File: src/sar_adc_pkg.sv
/*
  Package for the successive-approximation converter sequencer.
  Holds register offsets, field positions, reset values and timing counts.
  Assumes an 8-bit register space reached over classic Wishbone, one word per register.
*/
package sar_adc_pkg;
  // Byte addresses of the registers
  localparam logic [7:0] ADDR_STATUS_CONTROL = 8'h38;
  localparam logic [7:0] ADDR_RESULT = 8'h39;
  localparam logic [7:0] ADDR_CLOCK_CONTROL = 8'h3A;
  localparam logic [7:0] ADDR_PORT_DATA = 8'h3C;
  localparam logic [7:0] ADDR_PORT_DIR = 8'h3D;
  localparam logic [7:0] ADDR_PORT_PINS = 8'h3E;
  localparam logic [7:0] ADDR_PORT_DATA_HI = 8'h40;
  localparam logic [7:0] ADDR_PORT_DIR_HI = 8'h41;
  localparam logic [7:0] ADDR_PORT_PINS_HI = 8'h42;
  // Status and control fields
  localparam int DONE_BIT = 7;
  localparam int IRQ_EN_BIT = 6;
  localparam int CONT_BIT = 5;
  localparam int CHAN_LSB = 0;
  localparam int CHAN_W = 5;
  // Clock control fields
  localparam int PRESCALE_LSB = 5;
  localparam int SRC_BIT = 4;
  // Reset values, power-off code and channel count
  localparam logic [4:0] CHAN_RESET = 5'h1F;
  localparam logic [4:0] CHAN_POWER_OFF = 5'h1F;
  localparam logic [2:0] PRESCALE_RESET = 3'h0;
  localparam int NUM_CHANNELS = 15;
  // Conversion length in converter clock cycles
  localparam int CONV_CYCLES = 17;
  localparam logic [4:0] CONV_CYCLES_W = 5'h11;
  // Codes selecting the internal references
  localparam logic [4:0] CHAN_VREF_HIGH = 5'h1D;
  localparam logic [4:0] CHAN_VREF_LOW = 5'h1E;
  typedef enum logic [2:0] {
    ST_IDLE = 3'b001,
    ST_CONV = 3'b010,
    ST_DONE = 3'b100
  } conv_state_t;
endpackage : sar_adc_pkg

File: src/sar_adc_sequencer.sv
/*
  Sequencer of an 8-bit successive-approximation converter with 15-input mux,
  port pin takeover, single and continuous modes, done flag and interrupt.
  Assumes an external comparator answering whether the input is at or above the trial code,
  pin inputs from outside the clock domain, and clock source enables on i_sys_clk.
*/
// Design decision made here: the Wishbone register port.
`timescale 1ns/100ps
`default_nettype none
// What this block does
// Each conversion yields an 8-bit result stored at completion.
// Five-bit channel field routes one of fifteen inputs to converter.
// Selected pin forced to input; port writes cannot drive it.
// Taken pin reads zero if direction 0, else data latch value.
// Status register write starts conversion lasting 16 to 17 converter clocks.
// High reference gives FF, ground gives 00, linear between.
// Continuous mode overwrites result whether read or not.
// Continuous bit repeats conversions; clear means one per start.
// Continuous mode keeps done flag set until status write or result read.
// Without interrupt enable, done flag read-only, cleared by write or read.
// With interrupt enable, done bit becomes writable and stops flagging completion.
// Interrupt raised per completion, cleared by result read or status write.
// Reset clears done, enable, continuous; channel bits all ones.
// All-ones channel code powers off converter; no conversion.
// Software waits one conversion after leaving power-off.
// Converter keeps running in wait mode; interrupt can wake.
// Stop mode aborts conversion; conversions resume afterwards; here none starts again until the next status write.
// Software waits one conversion after stop exit.
// Prescale divides by 1, 2, 4, 8, or 16 when top bit set.
// Source bit one selects bus clock, zero oscillator; reset oscillator.
// Unused channel codes give an undefined result.
// Status write mid-conversion abandons it and restarts with new settings.
// Result resolved one bit per step, most significant first.
module sar_adc_sequencer
  import sar_adc_pkg::*;
#(
  parameter int PIN_W = 8
) (
  input wire logic i_sys_clk, // System clock, 20 MHz
  input wire logic i_rst, // Async reset, active high
  input wire logic i_bus_tick, // Bus clock enable pulse
  input wire logic i_osc_tick, // Oscillator clock enable pulse
  input wire logic i_stop_mode, // Processor in stop mode
  input wire logic i_wait_mode, // Processor in wait mode
  input wire logic i_cmp_above, // Comparator: input at or above trial code
  input wire logic [7:0] i_wb_adr, // Wishbone address
  input wire logic [31:0] i_wb_dat, // Wishbone write data
  input wire logic [3:0] i_wb_sel, // Wishbone byte selects
  input wire logic i_wb_we, // Wishbone write enable
  input wire logic i_wb_cyc, // Wishbone cycle
  input wire logic i_wb_stb, // Wishbone strobe
  input wire logic [2*PIN_W-1:0] i_pin, // Pin levels, low port then high port
  output logic [31:0] o_wb_dat, // Wishbone read data
  output logic o_wb_ack, // Wishbone acknowledge
  output logic [2*PIN_W-1:0] o_pin, // Pin drive values
  output logic [2*PIN_W-1:0] o_pin_oe_n, // Pin output enable, low drives
  output logic [4:0] o_mux_sel, // Analog mux channel
  output logic o_power_on, // Analog section powered
  output logic [7:0] o_trial_code, // Trial code to comparator DAC
  output logic o_irq, // Conversion interrupt request
  output logic o_wake // Wake request in wait mode
);
  // Decode a channel code into a one-hot pin mask; non-pin codes give zero
  function automatic logic [2*PIN_W-1:0] chan_mask(input logic [4:0] ch);
    logic [2*PIN_W-1:0] m;
    m = '0;
    if (ch < 5'(NUM_CHANNELS)) begin
      m[ch[3:0]] = 1'b1;
    end
    return m;
  endfunction : chan_mask

  logic [2*PIN_W-1:0] pin_s1_q, pin_s2_q;
  logic bus_wr, bus_rd;
  logic wr_scr, rd_res;
  logic conv_tick;
  logic restart;

  // Register state
  logic done_q, done_d;
  logic irq_en_q, irq_en_d;
  logic cont_q, cont_d;
  logic [4:0] chan_q, chan_d;
  logic [2:0] prescale_q, prescale_d;
  logic src_bus_q, src_bus_d;
  logic [7:0] result_q, result_d;
  logic [2*PIN_W-1:0] pdata_q, pdata_d, pdir_q, pdir_d;
  logic irq_q, irq_d;
  logic ack_q, ack_d;
  logic [31:0] rdat_q, rdat_d;
  // Conversion state
  conv_state_t st_q, st_d;
  logic [4:0] cyc_q, cyc_d;
  logic [7:0] sar_q, sar_d;
  logic [2:0] bit_q, bit_d;
  logic [2*PIN_W-1:0] pin_o_q, pin_o_d, oe_n_q, oe_n_d;
  logic wake_q, wake_d, power_q;
  logic finish;
  logic [2*PIN_W-1:0] taken;
  logic [2*PIN_W-1:0] pin_read;

  // Pins come from outside; two stages before use
  always_ff @(posedge i_sys_clk or posedge i_rst) begin
    if (i_rst) begin
      pin_s1_q <= '0;
      pin_s2_q <= '0;
    end else begin
      pin_s1_q <= i_pin;
      pin_s2_q <= pin_s1_q;
    end
  end

  // Bus decode; one access per cycle, ack masks the repeat
  assign bus_wr = i_wb_cyc & i_wb_stb & i_wb_we & ~ack_q & i_wb_sel[0];
  assign bus_rd = i_wb_cyc & i_wb_stb & ~i_wb_we & ~ack_q;
  assign wr_scr = bus_wr & (i_wb_adr == ADDR_STATUS_CONTROL);
  assign rd_res = bus_rd & (i_wb_adr == ADDR_RESULT);
  // status write restarts the prescaler phase
  assign restart = wr_scr | i_stop_mode;

  // clock source and R19 divider
  sar_prescaler u_prescaler (
    .i_sys_clk(i_sys_clk),
    .i_rst(i_rst),
    .i_bus_tick(i_bus_tick),
    .i_osc_tick(i_osc_tick),
    .i_src_bus(src_bus_q),
    .i_prescale(prescale_q),
    .i_restart(restart),
    .o_tick(conv_tick)
  );

  // pin taken by the converter
  assign taken = chan_mask(chan_q);
  // taken pin reads zero or latch
  always_comb begin
    for (int i = 0; i < 2*PIN_W; i++) begin
      if (taken[i]) begin
        pin_read[i] = pdir_q[i] & pdata_q[i];
      end else begin
        pin_read[i] = pdir_q[i] ? pdata_q[i] : pin_s2_q[i];
      end
    end
  end

  // Conversion sequencer next state
  always_comb begin
    st_d = st_q;
    cyc_d = cyc_q;
    sar_d = sar_q;
    bit_d = bit_q;
    finish = 1'b0;
    unique case (st_q)
      ST_IDLE: begin
      end
      ST_CONV: begin
        if (conv_tick) begin
          cyc_d = cyc_q + 5'h1;
          // one bit per tick, top first
          if (cyc_q < 5'h8) begin
            if (!i_cmp_above) begin
              sar_d[bit_q] = 1'b0;
            end
            if (bit_q != 3'h0) begin
              sar_d[bit_q - 3'h1] = 1'b1;
            end
            bit_d = bit_q - 3'h1;
          end
          // done on the seventeenth converter tick
          if (cyc_q == CONV_CYCLES_W - 5'h1) begin
            finish = 1'b1;
            // continuous repeats, single stops
            st_d = cont_q ? ST_CONV : ST_DONE;
            cyc_d = 5'h0;
            sar_d = 8'h80;
            bit_d = 3'h7;
          end
        end
      end
      ST_DONE: begin
        st_d = ST_IDLE;
      end
      default: begin
        st_d = ST_IDLE;
      end
    endcase
    // write abandons and restarts; a completion on the same edge is dropped
    if (wr_scr) begin
      finish = 1'b0;
      cyc_d = 5'h0;
      sar_d = 8'h80;
      bit_d = 3'h7;
      st_d = ST_CONV;
      // power-off code starts nothing
      if (i_wb_dat[CHAN_LSB +: CHAN_W] == CHAN_POWER_OFF) begin
        st_d = ST_IDLE;
      end
    end
    // stop mode aborts
    if (i_stop_mode) begin
      st_d = ST_IDLE;
      finish = 1'b0;
    end
  end

  // Register file, flags and pins next values
  always_comb begin
    done_d = done_q;
    irq_en_d = irq_en_q;
    cont_d = cont_q;
    chan_d = chan_q;
    prescale_d = prescale_q;
    src_bus_d = src_bus_q;
    result_d = result_q;
    pdata_d = pdata_q;
    pdir_d = pdir_q;
    irq_d = irq_q;
    ack_d = i_wb_cyc & i_wb_stb & ~ack_q;
    rdat_d = 32'h0000_0000;
    // clear by write or result read
    if (wr_scr | rd_res) begin
      done_d = 1'b0;
      irq_d = 1'b0;
    end
    if (wr_scr) begin
      irq_en_d = i_wb_dat[IRQ_EN_BIT];
      cont_d = i_wb_dat[CONT_BIT];
      chan_d = i_wb_dat[CHAN_LSB +: CHAN_W];
      // done bit writable under interrupt enable
      if (i_wb_dat[IRQ_EN_BIT]) begin
        done_d = i_wb_dat[DONE_BIT];
      end
    end
    if (bus_wr && i_wb_adr == ADDR_CLOCK_CONTROL) begin
      prescale_d = i_wb_dat[PRESCALE_LSB +: 3];
      src_bus_d = i_wb_dat[SRC_BIT];
    end
    if (bus_wr && i_wb_adr == ADDR_PORT_DATA) pdata_d[PIN_W-1:0] = i_wb_dat[PIN_W-1:0];
    if (bus_wr && i_wb_adr == ADDR_PORT_DIR) pdir_d[PIN_W-1:0] = i_wb_dat[PIN_W-1:0];
    if (bus_wr && i_wb_adr == ADDR_PORT_DATA_HI) pdata_d[2*PIN_W-1:PIN_W] = i_wb_dat[PIN_W-1:0];
    if (bus_wr && i_wb_adr == ADDR_PORT_DIR_HI) pdir_d[2*PIN_W-1:PIN_W] = i_wb_dat[PIN_W-1:0];
    if (finish) begin
      // result stored, overwriting; R6 code is the resolved trial
      result_d = sar_q;
      // unused codes unchecked; last bit already settled on tick eight
      // set wins over clear
      if (!irq_en_q) begin
        done_d = 1'b1;
      end
      // interrupt per completion, set wins
      if (irq_en_q) begin
        irq_d = 1'b1;
      end
    end
    if (bus_rd) begin
      unique case (i_wb_adr)
        ADDR_STATUS_CONTROL: rdat_d[7:0] = {done_q, irq_en_q, cont_q, chan_q};
        ADDR_RESULT: rdat_d[7:0] = result_q;
        ADDR_CLOCK_CONTROL: rdat_d[7:0] = {prescale_q, src_bus_q, 4'h0};
        ADDR_PORT_DATA: rdat_d[PIN_W-1:0] = pdata_q[PIN_W-1:0];
        ADDR_PORT_DIR: rdat_d[PIN_W-1:0] = pdir_q[PIN_W-1:0];
        ADDR_PORT_PINS: rdat_d[PIN_W-1:0] = pin_read[PIN_W-1:0];
        ADDR_PORT_DATA_HI: rdat_d[PIN_W-1:0] = pdata_q[2*PIN_W-1:PIN_W];
        ADDR_PORT_DIR_HI: rdat_d[PIN_W-1:0] = pdir_q[2*PIN_W-1:PIN_W];
        ADDR_PORT_PINS_HI: rdat_d[PIN_W-1:0] = pin_read[2*PIN_W-1:PIN_W];
        default: rdat_d = 32'h0000_0000;
      endcase
    end
    // port logic cannot drive the taken pin
    pin_o_d = pdata_d;
    oe_n_d = ~pdir_d | chan_mask(chan_d);
    // interrupt wakes from wait
    wake_d = i_wait_mode & irq_d;
  end

  always_ff @(posedge i_sys_clk or posedge i_rst) begin
    if (i_rst) begin
      // reset values
      done_q <= 1'b0;
      irq_en_q <= 1'b0;
      cont_q <= 1'b0;
      chan_q <= CHAN_RESET;
      prescale_q <= PRESCALE_RESET;
      src_bus_q <= 1'b0;
      result_q <= 8'h00;
      pdata_q <= '0;
      pdir_q <= '0;
      irq_q <= 1'b0;
      ack_q <= 1'b0;
      rdat_q <= 32'h0000_0000;
      st_q <= ST_IDLE;
      cyc_q <= 5'h0;
      sar_q <= 8'h80;
      bit_q <= 3'h7;
      pin_o_q <= '0;
      oe_n_q <= '1;
      wake_q <= 1'b0;
      power_q <= 1'b0;
    end else begin
      done_q <= done_d;
      irq_en_q <= irq_en_d;
      cont_q <= cont_d;
      chan_q <= chan_d;
      prescale_q <= prescale_d;
      src_bus_q <= src_bus_d;
      result_q <= result_d;
      pdata_q <= pdata_d;
      pdir_q <= pdir_d;
      irq_q <= irq_d;
      ack_q <= ack_d;
      rdat_q <= rdat_d;
      st_q <= st_d;
      cyc_q <= cyc_d;
      sar_q <= sar_d;
      bit_q <= bit_d;
      pin_o_q <= pin_o_d;
      oe_n_q <= oe_n_d;
      wake_q <= wake_d;
      power_q <= ~&chan_d;
    end
  end

  // Outputs straight from flip-flops
  assign o_wb_dat = rdat_q;
  assign o_wb_ack = ack_q;
  assign o_pin = pin_o_q;
  assign o_pin_oe_n = oe_n_q;
  // mux follows the channel field
  assign o_mux_sel = chan_q;
  // power off on all-ones code
  assign o_power_on = power_q;
  assign o_trial_code = sar_q;
  assign o_irq = irq_q;
  assign o_wake = wake_q;
endmodule : sar_adc_sequencer
`default_nettype wire

File: src/sar_prescaler.sv
/*
  Converter clock prescaler: makes a one-cycle enable pulse from the chosen source.
  Assumes both source enables are one-cycle pulses on i_sys_clk.
*/
`timescale 1ns/100ps
`default_nettype none
module sar_prescaler (
  input wire logic i_sys_clk, // System clock
  input wire logic i_rst, // Async reset, active high
  input wire logic i_bus_tick, // Bus clock enable
  input wire logic i_osc_tick, // Oscillator clock enable
  input wire logic i_src_bus, // 1 selects bus clock
  input wire logic [2:0] i_prescale, // Divide code
  input wire logic i_restart, // Realign divider
  output logic o_tick // Converter clock enable
);
  logic [3:0] cnt_q, cnt_d;
  logic tick_q, tick_d;
  logic src_tick;
  logic [3:0] limit;

  // Source select and divide limit
  always_comb begin
    src_tick = i_src_bus ? i_bus_tick : i_osc_tick;
    unique case (i_prescale[1:0])
      2'h0: limit = 4'h0;
      2'h1: limit = 4'h1;
      2'h2: limit = 4'h3;
      default: limit = 4'h7;
    endcase
    // top bit forces sixteen
    if (i_prescale[2]) begin
      limit = 4'hF;
    end
  end

  // Count source ticks, pulse at the limit
  always_comb begin
    cnt_d = cnt_q;
    tick_d = 1'b0;
    if (i_restart) begin
      cnt_d = 4'h0;
    end else if (src_tick) begin
      if (cnt_q >= limit) begin
        cnt_d = 4'h0;
        tick_d = 1'b1;
      end else begin
        cnt_d = cnt_q + 4'h1;
      end
    end
  end

  always_ff @(posedge i_sys_clk or posedge i_rst) begin
    if (i_rst) begin
      cnt_q <= 4'h0;
      tick_q <= 1'b0;
    end else begin
      cnt_q <= cnt_d;
      tick_q <= tick_d;
    end
  end

  assign o_tick = tick_q;
endmodule : sar_prescaler
`default_nettype wire

File: config.mk
export PLATFORM = sky130hd
export DESIGN_NAME = sar_adc_sequencer
export DESIGN_NICKNAME = d
export VERILOG_FILES = /design/src/sar_adc_pkg.sv /design/src/sar_adc_sequencer.sv /design/src/sar_prescaler.sv
export SDC_FILE = /design/constraint.sdc
export NUM_CORES = 1
export LEC_CHECK = 0
export BUFFER_PORTS_ARGS = -buffer_cell sky130_fd_sc_hd__buf_2
export CORE_MARGIN = 3
export CORE_UTILIZATION = 54
export CTS_CLUSTER_SIZE = 14
export DETAILED_ROUTE_END_ITERATION = 7
export GPL_ROUTABILITY_DRIVEN = 0
export PLACE_DENSITY = 0.8
export SLEW_MARGIN = 10
export SYNTH_ARGS = -nofsm -noshare
export SYNTH_HDL_FRONTEND = slang
export SYNTH_SLANG_ARGS = --single-unit
export TNS_END_PERCENT = 30
File: constraint.sdc
create_clock -name i_sys_clk -period 5.5 [get_ports i_sys_clk]
set_clock_uncertainty 0.1 [all_clocks]
set_input_delay 0.55 -clock i_sys_clk [delete_from_list [all_inputs] [get_ports i_sys_clk]]
set_output_delay 0.55 -clock i_sys_clk [all_outputs]
set_load 0.05 [all_outputs]
* Word level (Yosys, flattened, before mapping)
Index checks and enable logic that the tools add are counted.
Widths: inputs -> output; s select.
** Storage, ports and cells
- Bits in registers :: 160
- Memories kept :: 0
- ROM bits :: 0
- Output and inout port bits :: 81
- Word-level logic and storage cells :: 207
- Bits in writable memories :: 0
- Bits in latches :: 0
** Operators by class
- Mux-type cells :: 95
- Divide/modulo/power cells :: 0
- Shift-type cells :: 0
- Eq/ne operators :: 18
- Multiply operators :: 0
- $add $sub $neg :: 3
- Reductions and logical operators :: 20
- Bitwise logic cells :: 35
- $lt $le $gt $ge :: 12
** Operators with widths (number)
- $mux 8 :: 13
- $pmux 8 s9 :: 1
- $mux 1 :: 53
- $eq 8x6->1 const B :: 6
- $mux 16 :: 2
- $mux 3 :: 10
- $and 1x1->1 :: 26
- $mux 5 :: 5
- $eq 8x7->1 const B :: 3
- $mux 4 :: 4
- $not 16->16 :: 1
- $or 16x16->16 :: 1
- $lt 5x4->1 const B :: 3
- $eq 5x5->1 const B :: 2
- $lt 4x5->1 const B :: 2
- $logic_and 1x1->1 :: 9
- $pmux 3 s3 :: 1
- $and 8x8->8 :: 1
- $demux 1 s4 :: 2
- $ge 4x1->1 const B :: 2
- $lt 3x4->1 const B :: 2
- $not 8->8 :: 1
- $or 8x8->8 :: 1
- $demux 1 s3 :: 2
- 23 further kinds :: 30

* Longest topological paths before layout
- Word-level depth :: 17
- Gate-level depth with buffers :: 8
- Gate-level depth less buffers :: 7

* Cells and area by module
Synthesis repeated with hierarchy kept, for this count alone.
** Second synthesis, totals
- Cells, all modules :: 589
- Area total of the unflattened synthesis :: 6542.5 um2
** By module, submodules not included
- sar_adc_sequencer :: area each 6158.4 um2, cells an instance 548, times used 1
- sar_prescaler :: area each 384.1 um2, cells an instance 41, times used 1

* Worst setup path after synthesis
OpenSTA, ideal clock, no wires.
- Path type :: register -> register
- Start point :: reg prescale_q[2]
- End point :: reg u_prescaler.cnt_q[3]
- Required time :: 5.318 ns
- Data arrival time :: 2.215 ns
- Setup time :: 0.082 ns
- Buffers on the path :: 0
- Stages on the path, launching flop included :: 8
- Slack :: 3.103 ns
- Path through :: dfrtp_1 -> or3_1 -> ha_1 -> nand2b_1 -> a2111o_1 -> nand2_1 -> or4b_1 -> a31oi_1
** On the way
- Word-level cells in the longest chain between the ends :: 5
** RTL lines
- start: declaration :: line sar_adc_sequencer.sv:84 : logic [2:0] prescale_q, prescale_d;
- start signal: assignment :: line sar_adc_sequencer.sv:304 : prescale_q <= prescale_d;
- $mux 4 :: line sar_prescaler.sv:32 : if (i_prescale[2]) begin
- $ge 4x4->1 :: line sar_prescaler.sv:44 : if (cnt_q >= limit) begin
- $mux 4 :: line sar_prescaler.sv:44
- $mux 4 :: line sar_prescaler.sv:43 : end else if (src_tick) begin
- $mux 4 :: line sar_prescaler.sv:41 : if (i_restart) begin
- end signal: assignment :: line sar_prescaler.sv:58 : cnt_q <= cnt_d;
- end: declaration :: line sar_prescaler.sv:17 : logic [3:0] cnt_q, cnt_d;
Every way passes these cells. The select of a mux whose other input is x is not followed.
A chain may end at the register's enable or synchronous reset.

* Worst setup path in the final report
- Start point :: in i_wb_adr[0]
- End point :: reg oe_n_q[14] (netlist: o_pin_oe_n[14])
** On the way
- Elaborated cells between the ends (all ways) :: 15
- Those cells by class :: order compare (3); eq/ne (2); mux (5); bitwise (3); reduce/logical (2)
** RTL lines
- start: declaration :: line sar_adc_sequencer.sv:46 : input wire logic [7:0] i_wb_adr,
- $eq 8x7->1 :: line sar_adc_sequencer.sv:241 : if (bus_wr && i_wb_adr == ADDR_PORT_DIR_HI) pdir_d[2*PIN_W-1:PIN_W] = i_wb_dat[PIN_W-1:0];
- $logic_and 1x1->1 :: line sar_adc_sequencer.sv:241
- $mux 8 :: line sar_adc_sequencer.sv:241
- net pdir_d[14] :: line sar_adc_sequencer.sv:87 : logic [2*PIN_W-1:0] pdata_q, pdata_d, pdir_q, pdir_d;
- $not 16->16 :: line sar_adc_sequencer.sv:271 : oe_n_d = ~pdir_d | chan_mask(chan_d);
- $or 16x16->16 :: line sar_adc_sequencer.sv:271
- net oe_n_d[14] :: line sar_adc_sequencer.sv:96 : logic [2*PIN_W-1:0] pin_o_q, pin_o_d, oe_n_q, oe_n_d;
- end signal: assignment :: line sar_adc_sequencer.sv:317 : oe_n_q <= oe_n_d;
- end: declaration :: line sar_adc_sequencer.sv:96
The timed path passes the listed nets, and every way through them passes these cells.

==> run summary <==
Sequential share of the synthesized area: 53.1%
Hold Path Class: primary input to flop
RSZ-0062 raised after global routing: false
Core Area: 11600 sq um
Post-Synth Simple-Gate Area: 15.7%
Synth Area in Adders: 1.74%
Portion of netlist area occupied by mux cells: 10.9%
Vias: 5184
Largest family of logic cells by synthesized area: simple AND/OR/NAND/NOR gates
Synth Area in XOR/XNOR: 0.135%
Post-route ant nets: 0
Final hold vios: 0
Fmax: 369 MHz
LEAKAGE: 3.44 nW
Layout area overhead: 16.8%
Power per cell area: 317 nW/um^2
Most frequent cells in the layout: 110 x dfrtp_1, 99 x buf_2, 68 x nand2_1, 40 x mux2_2, 26 x dfstp_2
Clk slew on worst S/H paths: 0.06 ns
Cells after synthesis: 582
Main area contributors after synthesis: dfrtp_1 43%, dfstp_2 11%, mux2_2 7.0%, nand2_1 3.9%, buf_4 2.9%
Area leader, netlist: dfrtp_1
First-pass GRT wire length: 26.9 mm
Count of final setup violators: 0
Maximum VDD drop: 0.239 mV
Final setup TNS: 0 ns
Asr flop ratio synth: 100%
GRT Total Usage: 26.6%
Worst skew pair latency: 0.43 ns
Gates resized, CTS repair: 0
Max-slew headroom: 23.5%
I/O Pins: 151
Vias in the first global route: 5069
Routed WL: 17.1 mm
Drt pass-1 iters: 6
Clk sink count: 136
Outcome: completed
Synth top area share: 42.5%
# rows: 39
Post-synth EDFFs: 0
Synth unique cells: 63
Min Tclk post-route: 2.71 ns
Share of layout cells above drive strength 1: 31.4%
Final nets: 751
DRC viols: 0
Critical Path AT: 2.88 ns
Final Max Slew Viols: 0
Die height: 115 um
WL/cell: 20.6 um
Post-synth top flop: dfrtp_1
Initial Utilization: 56.0%
# Post-CTS Setup Buffers: 0
CTS max path bufs: 2
Root Buffer: clkbuf_16
Slew @ Worst Pin: 1.15 ns
DRT iter0 DRCs: 765
Compound-cell area share of the yosys netlist: 12.4%
Antenna cell count: 0
CTS Buf Count: 17
H-tree lvl count: 4
Chip width: 115 um
Avg Inst Size Synth: 11.1 sq um
Critical Path Start Type: primary input
Hpwl dp: 11.5 mm
CP endpoint kind: flop
GR Overflow Total: 0
MaxCap Viol Count: 0
Full die area: 13300 sq um
Port bufs: 99
Synth Register Bits: 136
CTS tree: yes
Hold Buf Count CTS: 0
Most common cell after layout, fill and taps aside: dfrtp_1
Post-Syn Area: 6470 sq um
Required time worst endpoint: 5.67 ns
Post-layout util: 65.4%
Initial antenna violation count: 0
Via/cell ratio: 6.26
Final worst path period share: 49.2%
Critical path fanouts, max: 25
Critical path type: primary input to flop
Largest net degree at the start of global routing: 82
Yosys warns: 0
[Yosys cell counts (13+ instances only)]
library cell / number
mux2_2: 40
a21oi_1: 17
nand3_1: 13
o21ai_0: 23
nor2_1: 16
dfrtp_1: 110
inv_1: 15
mux2i_1: 16
or3_1: 19
clkbuf_1: 16
nor3_1: 14
buf_4: 25
nand2_1: 68
dfstp_2: 26
[power by group]
| part | internal, W | switching (W) | leakage [nW] |
|---|---|---|---|
| registers | 0.00102 | 0.0000103 | 1.67 |
| logic | 0.0000320 | 0.000115 | 1.46 |
| clock network | 0.000775 | 0.000442 | 0.308 |
| total | 0.00183 | 0.000567 | 3.44 |
[worst max-delay path: stages]
cell and delay [ns]:
buf_2 0.46, nor2b_1 0.73, and3_1 0.57, mux2_2 0.40
o311ai_0 0.16
[cell type report]
class,instances,area [sq um]
fillers,897,4000
flip-flops and latches,136,3440
multi-input cells,401,2740
repair buffers,101,510
clock buffers,19,443
clock inverters,13,194
well taps,143,179
inverters,15,58.8
[cells by family (layout without fill, tap and decap cells)]
kind of cell | Yosys count | in the layout
adder cells (fa/ha/maj) | 9 | 9
AND/OR/NAND/NOR | 190 | 190
AO/OA/AOI/OAI | 115 | 115
flip-flops | 136 | 136
buffers and inverters | 68 | 148
other | 1 | 24
XOR/XNOR | 1 | 1
multiplexers | 62 | 62
[metrics by stage]
step / cell area [sq um] / hold slack [ns] / worst slack, ns / total power, W / std cells
after floorplan: 6560 / 0.231 / 1.25 / 0.00116 / 605
after global placement: 6930 / 0.235 / 2.50 / 0.00119 / 796
after detailed placement: 6930 / 0.235 / 2.43 / 0.00119 / 796
after CTS: 7560 / 0.113 / 2.87 / 0.00241 / 828
after global routing: 7560 / 0.104 / 2.69 / 0.00247 / 828
final: 7560 / 0.124 / 2.79 / 0.00240 / 828
[path summary, 6_finish.rpt]
| check | start | to | slack, ns | depth (start not counted) |
|---|---|---|---|---|
| min in group asynchronous | i_rst | o_trial_code[1] | 0.26 | 2 |
| hold / removal | i_pin[12] | pin_s1_q[12] | 0.12 | 1 |
| hold reg to reg | pin_s1_q[1] | pin_s2_q[1] | 0.24 | 0 |
| setup reg to reg | o_wb_ack | o_pin_oe_n[0] | 2.88 | 5 |
| setup / recovery | i_wb_adr[0] | o_pin_oe_n[14] | 2.79 | 5 |
| max in group asynchronous | i_rst | prescale_q[2] | 3.81 | 3 |
[metal layers]
metal / part of all wire, % / GRT usage, % / up-vias
met4: 2.5 / 9.31 / 0
met3: 11 / 10.2 / 51
met2: 47 / 39.9 / 335
met5: 0 / 0 / -
li1: - / - / 2275
met1: 40 / 35.7 / 2523
[registers in the layout (all words and copies together), names as in the netlist, 5 cells and up]
| name | count |
|---|---|
| cyc_q | 5 |
| pdir_q | 16 |
| pin_s1_q | 16 |
| o_pin_oe_n | 16 |
| o_wb_dat | 8 |
| o_pin | 16 |
| pin_s2_q | 16 |
| o_trial_code | 8 |
| result_q | 8 |
| o_mux_sel | 5 |
No activity file was read; power rests on OpenSTA's default activity.
